$ cat src/hdl/drw_pkg.sv
package drw_pkg;
   // Register offsets on the software port
   localparam int unsigned DRW_RAW       = 8;
   localparam logic [7:0]  DRW_OFF_PTR   = 8'h00;
   localparam logic [7:0]  DRW_OFF_CTRL  = 8'h10;
   localparam logic [7:0]  DRW_OFF_STAT  = 8'h14;
   localparam logic [7:0]  DRW_OFF_CUR   = 8'h18;

   // Control and status field positions
   localparam int unsigned DRW_C_EN      = 31;
   localparam int unsigned DRW_C_MODE    = 0;
   localparam int unsigned DRW_S_DONE    = 31;
   localparam int unsigned DRW_S_IDONE   = 30;
   localparam int unsigned DRW_S_STALL   = 29;
   localparam int unsigned DRW_S_DIE     = 23;
   localparam int unsigned DRW_S_SIE     = 22;
   localparam int unsigned DRW_S_STATE   = 0;

   // Descriptor field positions
   localparam int unsigned DRW_D_WRAP    = 31;
   localparam int unsigned DRW_D_INTR    = 30;
   localparam int unsigned DRW_D_LAST    = 29;
   localparam int unsigned DRW_D_PTRW    = 29;
   localparam int unsigned DRW_D_STS     = 16;
   localparam int unsigned DRW_D_FULL    = 15;
   localparam int unsigned DRW_D_LENW    = 15;

   // Ring geometry
   localparam logic [31:0] DRW_WORD      = 32'h0000_0004;
   localparam logic [31:0] DRW_FB_STEP   = 32'h0000_0008;
   localparam logic [31:0] DRW_MM_STEP   = 32'h0000_0010;
   localparam int unsigned DRW_RING_BITS = 10;

   // Reset values
   localparam logic [31:0] DRW_RST_PTR   = 32'h0000_0000;
   localparam logic [31:0] DRW_RST_WORD  = 32'h0000_0000;

   typedef enum logic [1:0] {
      DRW_MODE_TX  = 2'b00,
      DRW_MODE_RX  = 2'b01,
      DRW_MODE_MM  = 2'b10,
      DRW_MODE_OFF = 2'b11
   } drw_mode_t;

   typedef enum logic [3:0] {
      S_IDLE   = 4'h0,
      S_FETCH0 = 4'h1,
      S_FETCH1 = 4'h2,
      S_FETCH2 = 4'h3,
      S_CHECK  = 4'h4,
      S_STALL  = 4'h5,
      S_TXRD   = 4'h6,
      S_TXSND  = 4'h7,
      S_RXWT   = 4'h8,
      S_RXWR   = 4'h9,
      S_MMRD   = 4'hA,
      S_MMWR   = 4'hB,
      S_WBACK  = 4'hC,
      S_NEXT   = 4'hD
   } drw_state_t;
endpackage

$ cat src/hdl/drw_beat.sv
module drw_beat (
   input  wire logic [1:0]  off_i,
   input  wire logic [14:0] rem_i,
   output logic      [2:0]  bytes_o,
   output logic      [3:0]  be_o
);
   import drw_pkg::*;

   logic [2:0] room;
   logic [7:0] mask;

   // Bytes left in the current word, capped by what remains
   always_comb begin
      room = 3'h4 - {1'b0, off_i};
      if (rem_i < {12'h000, room}) begin
         bytes_o = rem_i[2:0];
      end else begin
         bytes_o = room;
      end
      mask = 8'((8'h01 << bytes_o) - 8'h01);
      mask = 8'(mask << off_i);
      be_o = mask[3:0];
   end
endmodule

$ cat src/hdl/drw_next_addr.sv
module drw_next_addr (
   input  wire logic [31:0] cur_i,
   input  wire logic [31:0] base_i,
   input  wire logic        wrap_i,
   input  wire logic        mm_i,
   output logic      [31:0] next_o
);
   import drw_pkg::*;

   logic [31:0] step;

   always_comb begin
      step = mm_i ? DRW_MM_STEP : DRW_FB_STEP;
      next_o = cur_i + step;
      // Leaving the 1 KiB region means the ring is exhausted
      if (wrap_i) begin
         next_o = base_i;
      end else if (next_o[31:DRW_RING_BITS]
                   != cur_i[31:DRW_RING_BITS]) begin
         next_o = base_i;
      end
   end
endmodule

$ cat src/hdl/drw_top.sv
// Overview of operation
// - Channel idle until enable bit set
// - First fetch from descriptor pointer register
// - Fly-by two words, copy three, aligned
// - Return to first at 1 KiB boundary
// - Wrap flag returns to original pointer
// - No wrap: next at fixed offset
// - Ring of 128 fly-by or 64 copy
// - Descriptor flag forces completion interrupt
// - Last flag signals end of frame
// - Fill sets full flag, empty clears
// - Never fill full, never empty empty
// - Blocked descriptor raises maskable interrupt
// - Copy starts only with full flag set
// - Write peripheral status on completion; copy writes zero status
// - Send writes back bytes moved
// - Copy writes back bytes remaining
// - Copy holds word, read then write
module drw_top (
   input  wire logic                       ref_clk_i,
   input  wire logic                       sys_rst_i,
   input  wire logic [drw_pkg::DRW_RAW-1:0] reg_addr_i,
   input  wire logic [31:0]                reg_wdata_i,
   input  wire logic                       reg_wr_i,
   input  wire logic                       reg_rd_i,
   output logic      [31:0]                reg_rdata_o,
   output logic                            mem_req_o,
   output logic                            mem_we_o,
   output logic      [31:0]                mem_addr_o,
   output logic      [31:0]                mem_wdata_o,
   output logic      [3:0]                 mem_be_o,
   input  wire logic                       mem_ack_i,
   input  wire logic [31:0]                mem_rdata_i,
   output logic                            per_tx_valid_o,
   output logic      [31:0]                per_tx_data_o,
   output logic      [2:0]                 per_tx_bytes_o,
   output logic      [1:0]                 per_tx_off_o,
   input  wire logic                       per_tx_ready_i,
   input  wire logic                       per_rx_valid_i,
   input  wire logic [31:0]                per_rx_data_i,
   input  wire logic [2:0]                 per_rx_bytes_i,
   input  wire logic                       per_rx_last_i,
   output logic                            per_rx_ready_o,
   input  wire logic [15:0]                per_status_i,
   output logic                            per_eof_o,
   output logic                            irq_o
);
   import drw_pkg::*;

   drw_state_t  state_q, state_d;
   drw_mode_t   mode_q;
   logic        ce_q, die_q, sie_q;
   logic [31:0] ptr_q, cur_q, src_q, dst_q, tmp_q, rdata_q;
   logic        wrap_q, intr_q, last_q, full_q;
   logic [14:0] len_q, cnt_q;
   logic [15:0] stat_q;
   logic        done_q, idone_q, stall_q, eof_q;
   logic        rxlast_q;
   logic [2:0]  rxb_q;
   logic [3:0]  rxbe_q;

   logic        mm, desc_ok, stat_wr, close_evt;
   logic [14:0] rem, rx_rem, tx_cnt_nx, rx_cnt_nx;
   logic [2:0]  beat_b, rx_b;
   logic [3:0]  beat_be, rx_be;
   logic [31:0] next_addr;

   assign mm        = (mode_q == DRW_MODE_MM);
   assign rem       = len_q - cnt_q;
   assign tx_cnt_nx = cnt_q + {12'h000, beat_b};
   assign rx_cnt_nx = cnt_q + {12'h000, rxb_q};
   assign stat_wr   = reg_wr_i && (reg_addr_i == DRW_OFF_STAT);
   assign close_evt = (state_q == S_WBACK) && mem_ack_i;
   // Receive fills an empty buffer; send and copy need it full
   assign desc_ok   = (mode_q == DRW_MODE_RX) ? !full_q : full_q;
   // Never accept more than the buffer still holds
   assign rx_rem    = (rem < {12'h000, per_rx_bytes_i}) ? rem
                      : {12'h000, per_rx_bytes_i};

   drw_beat u_tx_beat (
      .off_i   (src_q[1:0]),
      .rem_i   (rem),
      .bytes_o (beat_b),
      .be_o    (beat_be)
   );

   drw_beat u_rx_beat (
      .off_i   (2'b00),
      .rem_i   (rx_rem),
      .bytes_o (rx_b),
      .be_o    (rx_be)
   );

   drw_next_addr u_next (
      .cur_i  (cur_q),
      .base_i (ptr_q),
      .wrap_i (wrap_q),
      .mm_i   (mm),
      .next_o (next_addr)
   );

   always_comb begin
      state_d = state_q;
      unique case (state_q)
         S_IDLE: begin
            if (ce_q && mode_q != DRW_MODE_OFF) begin
               state_d = S_FETCH0;
            end
         end
         S_FETCH0: if (mem_ack_i) state_d = S_FETCH1;
         S_FETCH1: begin
            if (mem_ack_i) begin
               state_d = mm ? S_FETCH2 : S_CHECK;
            end
         end
         S_FETCH2: if (mem_ack_i) state_d = S_CHECK;
         S_CHECK: begin
            if (!desc_ok) begin
               state_d = S_STALL;
            end else if (len_q == 15'h0000) begin
               state_d = S_WBACK;
            end else if (mode_q == DRW_MODE_RX) begin
               state_d = S_RXWT;
            end else if (mm) begin
               state_d = S_MMRD;
            end else begin
               state_d = S_TXRD;
            end
         end
         S_STALL: if (stat_wr) state_d = S_FETCH0;
         S_TXRD: if (mem_ack_i) state_d = S_TXSND;
         S_TXSND: begin
            if (per_tx_ready_i) begin
               state_d = (tx_cnt_nx == len_q) ? S_WBACK : S_TXRD;
            end
         end
         S_RXWT: if (per_rx_valid_i) state_d = S_RXWR;
         S_RXWR: begin
            if (mem_ack_i) begin
               state_d = (rxlast_q || rx_cnt_nx == len_q) ? S_WBACK
                         : S_RXWT;
            end
         end
         S_MMRD: if (mem_ack_i) state_d = S_MMWR;
         S_MMWR: begin
            if (mem_ack_i) begin
               state_d = (tx_cnt_nx == len_q) ? S_WBACK : S_MMRD;
            end
         end
         S_WBACK: if (mem_ack_i) state_d = S_NEXT;
         S_NEXT: state_d = S_FETCH0;
         default: state_d = S_IDLE;
      endcase
      // Dropping the enable abandons the ring at once
      if (!ce_q) begin
         state_d = S_IDLE;
      end
   end

   always_ff @(posedge ref_clk_i) begin
      if (sys_rst_i) begin
         state_q <= S_IDLE;
      end else begin
         state_q <= state_d;
      end
   end

   // Software-written configuration
   always_ff @(posedge ref_clk_i) begin
      if (sys_rst_i) begin
         ptr_q  <= DRW_RST_PTR;
         ce_q   <= 1'b0;
         mode_q <= DRW_MODE_TX;
         die_q  <= 1'b0;
         sie_q  <= 1'b0;
      end else if (reg_wr_i) begin
         if (reg_addr_i == DRW_OFF_PTR) begin
            ptr_q <= reg_wdata_i;
         end
         if (reg_addr_i == DRW_OFF_CTRL) begin
            ce_q   <= reg_wdata_i[DRW_C_EN];
            mode_q <= drw_mode_t'(reg_wdata_i[DRW_C_MODE +: 2]);
         end
         if (stat_wr) begin
            die_q <= reg_wdata_i[DRW_S_DIE];
            sie_q <= reg_wdata_i[DRW_S_SIE];
         end
      end
   end

   // Descriptor walk
   always_ff @(posedge ref_clk_i) begin
      if (sys_rst_i) begin
         cur_q  <= DRW_RST_WORD;
         wrap_q <= 1'b0;
         intr_q <= 1'b0;
         last_q <= 1'b0;
         full_q <= 1'b0;
         len_q  <= 15'h0000;
         src_q  <= DRW_RST_WORD;
         dst_q  <= DRW_RST_WORD;
      end else begin
         if (state_q == S_IDLE) begin
            cur_q <= ptr_q;
         end
         if (state_q == S_NEXT) begin
            cur_q <= next_addr;
         end
         if (state_q == S_FETCH0 && mem_ack_i) begin
            wrap_q <= mem_rdata_i[DRW_D_WRAP];
            intr_q <= mem_rdata_i[DRW_D_INTR];
            last_q <= mem_rdata_i[DRW_D_LAST];
            src_q  <= {3'b000, mem_rdata_i[DRW_D_PTRW-1:0]};
         end
         if ((state_q == S_FETCH1 && !mm) || state_q == S_FETCH2) begin
            if (mem_ack_i) begin
               full_q <= mem_rdata_i[DRW_D_FULL];
               len_q  <= mem_rdata_i[DRW_D_LENW-1:0];
            end
         end
         if (state_q == S_FETCH1 && mm && mem_ack_i) begin
            dst_q <= mem_rdata_i;
         end
         // Any source byte is allowed when sending
         if ((state_q == S_TXSND && per_tx_ready_i) ||
             (state_q == S_MMWR && mem_ack_i)) begin
            src_q <= src_q + {29'h0, beat_b};
            dst_q <= dst_q + {29'h0, beat_b};
         end
         if (state_q == S_RXWR && mem_ack_i) begin
            src_q <= src_q + DRW_WORD;
         end
      end
   end

   // Data path, byte count and peripheral status
   always_ff @(posedge ref_clk_i) begin
      if (sys_rst_i) begin
         cnt_q    <= 15'h0000;
         tmp_q    <= DRW_RST_WORD;
         stat_q   <= 16'h0000;
         rxlast_q <= 1'b0;
         rxb_q    <= 3'h0;
         rxbe_q   <= 4'h0;
      end else begin
         if (state_q == S_FETCH0) begin
            cnt_q <= 15'h0000;
         end
         if ((state_q == S_TXRD || state_q == S_MMRD) && mem_ack_i) begin
            tmp_q <= mem_rdata_i;
         end
         if ((state_q == S_TXSND && per_tx_ready_i) ||
             (state_q == S_MMWR && mem_ack_i)) begin
            cnt_q <= tx_cnt_nx;
         end
         if (state_q == S_RXWT && per_rx_valid_i) begin
            tmp_q    <= per_rx_data_i;
            rxb_q    <= rx_b;
            rxbe_q   <= rx_be;
            rxlast_q <= per_rx_last_i;
         end
         if (state_q == S_RXWR && mem_ack_i) begin
            cnt_q <= rx_cnt_nx;
         end
         if (state_d == S_WBACK && state_q != S_WBACK) begin
            stat_q <= mm ? 16'h0000 : per_status_i;
         end
      end
   end

   // Sticky event flags and end-of-frame pulse; a new event beats a clear in the same cycle
   always_ff @(posedge ref_clk_i) begin
      if (sys_rst_i) begin
         done_q  <= 1'b0;
         idone_q <= 1'b0;
         stall_q <= 1'b0;
         eof_q   <= 1'b0;
      end else begin
         if (stat_wr && reg_wdata_i[DRW_S_DONE]) done_q <= 1'b0;
         if (stat_wr && reg_wdata_i[DRW_S_IDONE]) idone_q <= 1'b0;
         if (stat_wr && reg_wdata_i[DRW_S_STALL]) stall_q <= 1'b0;
         if (close_evt && !intr_q) done_q <= 1'b1;
         if (close_evt && intr_q) idone_q <= 1'b1;
         if (state_q == S_CHECK && !desc_ok) begin
            stall_q <= 1'b1;
         end
         eof_q <= close_evt && last_q;
      end
   end

   // Descriptor-forced completion ignores the completion mask
   assign irq_o = (done_q && die_q) || idone_q ||
                  (stall_q && sie_q);

   always_ff @(posedge ref_clk_i) begin
      if (sys_rst_i) begin
         rdata_q <= DRW_RST_WORD;
      end else begin
         rdata_q <= DRW_RST_WORD;
         if (reg_rd_i) begin
            unique case (reg_addr_i)
               DRW_OFF_PTR:  rdata_q <= ptr_q;
               DRW_OFF_CTRL: begin
                  rdata_q[DRW_C_EN]        <= ce_q;
                  rdata_q[DRW_C_MODE +: 2] <= mode_q;
               end
               DRW_OFF_STAT: begin
                  rdata_q[DRW_S_DONE]       <= done_q;
                  rdata_q[DRW_S_IDONE]      <= idone_q;
                  rdata_q[DRW_S_STALL]      <= stall_q;
                  rdata_q[DRW_S_DIE]        <= die_q;
                  rdata_q[DRW_S_SIE]        <= sie_q;
                  rdata_q[DRW_S_STATE +: 4] <= state_q;
               end
               DRW_OFF_CUR:  rdata_q <= cur_q;
               default:      rdata_q <= DRW_RST_WORD;
            endcase
         end
      end
   end

   // Memory master; request held until acknowledged
   always_comb begin
      mem_req_o   = 1'b0;
      mem_we_o    = 1'b0;
      mem_addr_o  = cur_q;
      mem_wdata_o = tmp_q;
      mem_be_o    = 4'hF;
      unique case (state_q)
         S_FETCH0: mem_req_o = 1'b1;
         S_FETCH1: begin
            mem_req_o  = 1'b1;
            mem_addr_o = cur_q + DRW_WORD;
         end
         S_FETCH2: begin
            mem_req_o  = 1'b1;
            mem_addr_o = cur_q + DRW_WORD + DRW_WORD;
         end
         S_TXRD, S_MMRD: begin
            mem_req_o  = 1'b1;
            mem_addr_o = {src_q[31:2], 2'b00};
         end
         S_RXWR: begin
            mem_req_o  = 1'b1;
            mem_we_o   = 1'b1;
            mem_addr_o = {src_q[31:2], 2'b00};
            mem_be_o   = rxbe_q;
         end
         S_MMWR: begin
            mem_req_o  = 1'b1;
            mem_we_o   = 1'b1;
            mem_addr_o = {dst_q[31:2], 2'b00};
            mem_be_o   = beat_be;
         end
         S_WBACK: begin
            mem_req_o  = 1'b1;
            mem_we_o   = 1'b1;
            mem_addr_o = cur_q + (mm ? DRW_FB_STEP : DRW_WORD);
            mem_wdata_o[31:DRW_D_STS] = stat_q;
            mem_wdata_o[DRW_D_FULL] = (mode_q == DRW_MODE_RX);
            if (mm) begin
               mem_wdata_o[DRW_D_LENW-1:0] = rem;
            end else begin
               mem_wdata_o[DRW_D_LENW-1:0] = cnt_q;
            end
         end
         default: mem_req_o = 1'b0;
      endcase
   end

   assign per_tx_valid_o = (state_q == S_TXSND);
   assign per_tx_data_o  = tmp_q;
   assign per_tx_bytes_o = beat_b;
   assign per_tx_off_o   = src_q[1:0];
   assign per_rx_ready_o = (state_q == S_RXWT);
   assign per_eof_o      = eof_q;
   assign reg_rdata_o    = rdata_q;
endmodule

$ cat config.mk
export PLATFORM = sky130hd
export DESIGN_NAME = drw_top
export DESIGN_NICKNAME = d
export VERILOG_FILES = /design/src/hdl/drw_pkg.sv /design/src/hdl/drw_beat.sv /design/src/hdl/drw_next_addr.sv /design/src/hdl/drw_top.sv
export SDC_FILE = /design/constraint.sdc
export NUM_CORES = 1
export LEC_CHECK = 0
export ABC_AREA = 1
export CAP_MARGIN = 40
export CORE_MARGIN = 2
export CORE_UTILIZATION = 37
export DETAILED_ROUTE_END_ITERATION = 6
export DONT_BUFFER_PORTS = 1
export GPL_TIMING_DRIVEN = 0
export PLACE_DENSITY = 0.48
export SYNTH_ARGS = -nofsm -noshare
export SYNTH_HDL_FRONTEND = slang
export SYNTH_SLANG_ARGS = --single-unit
$ cat constraint.sdc
create_clock -name ref_clk_i -period 6.07 [get_ports ref_clk_i]
set_clock_uncertainty 0.05 [all_clocks]
set_input_delay 0.3035 -clock ref_clk_i [delete_from_list [all_inputs] [get_ports ref_clk_i]]
set_output_delay 0.3035 -clock ref_clk_i [all_outputs]
set_load 0.01 [all_outputs]
==> summary.txt <==
Routed vias/inst: 5.74
RSZ-0062 raised after global routing: false
Pwr Density: 182 nW/µm²
Clock Path Buffers: 3
Fin. Hold Viols: 0
Syn-to-layout area delta: 18.7%
Worst VDD drop: 0.211 mV
Worst-path clk slew: 0.07 ns
Synthesized cell area: 19600 µm²
Maximum fanout along the worst path: 6
Multiplexer area fraction after synthesis: 0.0512%
Initial antenna violation count: 9
I/O pins: 274
Die H: 234 µm
Netlist cell types: 67
Pint: 0.00323 W
Fraction of layout cells with a size suffix above 1: 5.46%
Synth area leaders: dfxtp_1 27%, nand2_1 14%, inv_1 8.0%
Initial Util: 37.3%
Critical path class: register to register
XOR/XNOR share of the synthesized area: 5.62%
Worst Hold Class: primary input to register
Post-synth EDFFs: 0
Gate power share: 4.2%
Crit path capture type: register
Sw Ratio: 23.5%
Slowest stage cell, crit path: o31ai_1
Worst-Skew Late Latency: 0.57 ns
Total track usage: 36.8%
FFs w/ async S/R, synth: 0%
Worst path max stage delay: 0.63 ns
Core Region: 52400 µm²
Grt ovf: 0
Crit path DAT: 6.25 ns
Status: finished clean
IO Port Bufs: 0
Min cycle time layout: 5.84 ns
Final Max Slew Viols: 0
Final worst path period share: 96.3%
CTS Sinks: 262
Final WL: 104000 µm
CTS tree: yes
Max Used Layer: met4
Clock network fraction of design power: 55.0%
Routed met3 length: 9850 µm
CTS root buf: clkbuf_16
Dpl cell area: 20600 µm²
Syn nets: 3351
Nets@finish: 3527
FMAX: 0.171 GHz
Met1 Wirelength: 43100 µm
Post-Synth Adder-Cell Area: 3.47%
Complex-gate fraction of the synthesized area: 21.8%
Slew HR: 27.8%
Net Switching: 0.000994 W
Total of max-cap violations: 0
Die X: 234 µm
Global-route wire length before repair: 147000 µm
Yosys top cell area share: 26.8%
Area leader, netlist: dfxtp_1
Rows: 84
Design area: 23200 µm²
Initial DRT Pass Iterations: 6
Req. time, crit path: 6.48 ns
Overall power: 0.00422 W
Post-synthesis sequential area ratio: 26.8%
Seq pwr share: 40.8%
Synth warnings: 0
Synth Flop Type: dfxtp_1
Synth Area in Simple Gates: 30.9%
Main combinational cell family by area after synthesis: simple AND/OR/NAND/NOR gates
Vias: 23393
Pin count of the biggest net entering global routing: 13
WL met2: 46700 µm
Synth Register Bits: 262
Endpoints failing setup: 0
Cells after Synth: 3170
DRC: 0
Routed Antenna Nets: 0
Vias in the first global route: 21650
Leakage power: 9.15 nW
Syn avg cell area: 6.17 µm²
Routability Congestion: 1.07
Num CTS Buffers: 36
Critical path launch point type: register
Die area: 54700 µm²
HPWL Detailed: 83100 µm
Slew @ Worst Pin: 1.08 ns
H-tree depth: 2
Iter 0 DRT Violations: 2537
Wire per inst: 25.5 µm
[cell usage in the layout, fill, tap and decap left out, types with 14 or more instances in the layout]
| cell type | instances |
|---|---|
| inv_2 | 18 |
| o21ai_0 | 288 |
| o22ai_1 | 21 |
| o211ai_1 | 26 |
| inv_1 | 413 |
| ha_1 | 40 |
| nand3_1 | 147 |
| nor4_1 | 19 |
| diode_2 | 18 |
| nor3_1 | 46 |
| clkbuf_16 | 36 |
| a31oi_1 | 59 |
| nor2_1 | 371 |
| dfxtp_1 | 258 |
| a21oi_1 | 221 |
| clkbuf_1 | 114 |
| a211oi_1 | 14 |
| a22oi_1 | 20 |
| buf_2 | 16 |
| nand2_1 | 704 |
| o221ai_1 | 21 |
| xor2_1 | 105 |
| nand4_1 | 59 |
| nor2_2 | 14 |
| dlygate4sd3_1 | 126 |
[power by group through the flow]
stage                     sequential, W  clock, W  combinational [W]
after CTS                       0.00172   0.00235           0.000174
after global placement          0.00176         0          0.0000921
after global routing            0.00172   0.00241           0.000186
final                           0.00172   0.00232           0.000179
after detailed placement        0.00176         0          0.0000973
after floorplan                 0.00176         0          0.0000528
[cell type report]
| cell class | count | area, µm² |
|---|---|---|
| Sequential cell | 262 | 5250 |
| Buffer | 141 | 587 |
| Tap cell | 688 | 861 |
| Clock inverter | 15 | 283 |
| Inverter | 437 | 1650 |
| Timing Repair Buffer | 139 | 1400 |
| Multi-Input combinational cell | 2329 | 12200 |
| Antenna cell | 18 | 45.0 |
| Fill cell | 5649 | 29200 |
| Clock buffer | 46 | 978 |
[synthesized netlist by cell type, types with 5 or more instances]
library cell / instances
a2111oi_0: 7
a211oi_1: 14
a21oi_1: 221
a221oi_1: 11
a22oi_1: 20
a311oi_1: 7
a31oi_1: 59
buf_1: 9
buf_2: 15
buf_4: 6
clkbuf_1: 109
dfxtp_1: 262
fa_1: 7
ha_1: 43
inv_1: 415
inv_2: 18
nand2_1: 707
nand2_2: 9
nand3_1: 147
nand3b_1: 5
nand4_1: 59
nor2_1: 374
nor2_2: 15
nor2_4: 8
nor3_1: 46
nor4_1: 20
o211ai_1: 26
o21ai_0: 288
o21ai_1: 9
o221ai_1: 21
o22ai_1: 21
o31ai_1: 12
or2_2: 6
xnor2_1: 8
xor2_1: 106
[state kept, by name, summed over array words and instances (netlist names), 2 cells and up]
name           cells
cnt_q             15
cur_q             32
dst_q             32
len_q             15
mode_q             2
per_tx_data_o     32
ptr_q             32
reg_rdata_o       32
rxb_q              3
rxbe_q             3
src_q             32
stat_q            16
state_q            4
[timing repair]
action | in CTS | in global routing
buffers inserted | 0 | 1
pin swaps | 0 | 3
endpoints found under the setup margin | 16 | 30
gates resized for setup | 4 | 19
hold buffers | 126 | 0
hold endpoints to repair | 145 | 0
[critical path: cells and delay by family (launching register included)]
family,cells,cell delay [ns]
fa+ha+maj,3,1.10
simple gates,11,2.00
xor+xnor,2,0.41
buf+inv,6,0.84
compound gates,3,1.01
flops,1,0.33
[routing by layer]
metal,up-vias,global-route usage [%]
li1,10868,-
met1,11130,47.6
met2,1198,59.8
met3,197,7.42
met4,0,14.8
met5,-,0
[cells by family (layout without fill, tap and decap cells)]
family / Yosys count / in the layout
simple gates: 1418 / 1418
compound gates: 741 / 741
buf+inv: 579 / 778
flops: 262 / 262
xor+xnor: 119 / 119
fa+ha+maj: 50 / 50
mux: 1 / 1
other cells: 0 / 18
[final timing paths]
| check | slack, ns | end | start | cells past startpoint |
|---|---|---|---|---|
| min | 0.02 | src_q[19] | mem_rdata_i[19] | 3 |
| max reg2reg | 0.23 | src_q[15] | len_q[0] | 25 |
| min reg2reg | 0.42 | cur_q[17] | ptr_q[17] | 2 |
| max | 0.23 | src_q[15] | len_q[0] | 25 |
[stage by stage]
step | hold WS (ns) | setup WS, ns | TNS (ns) | std cells | util (%)
2_1_floorplan | 0.370 | 1.47 | 0 | 3170 | -
3_3_place_gp | 0.390 | -0.0824 | -0.783 | 3858 | 38.9
3_5_place_dp | 0.398 | -0.147 | -1.85 | 3870 | 39.2
4_1_cts | 0.00250 | 0.0338 | 0 | 4057 | 44.0
5_1_grt | 0.0340 | 0.0283 | 0 | 4062 | 44.2
6_report | 0.0226 | 0.226 | 0 | 4075 | 44.3
Note: power is estimated with default switching activity, not from simulation.
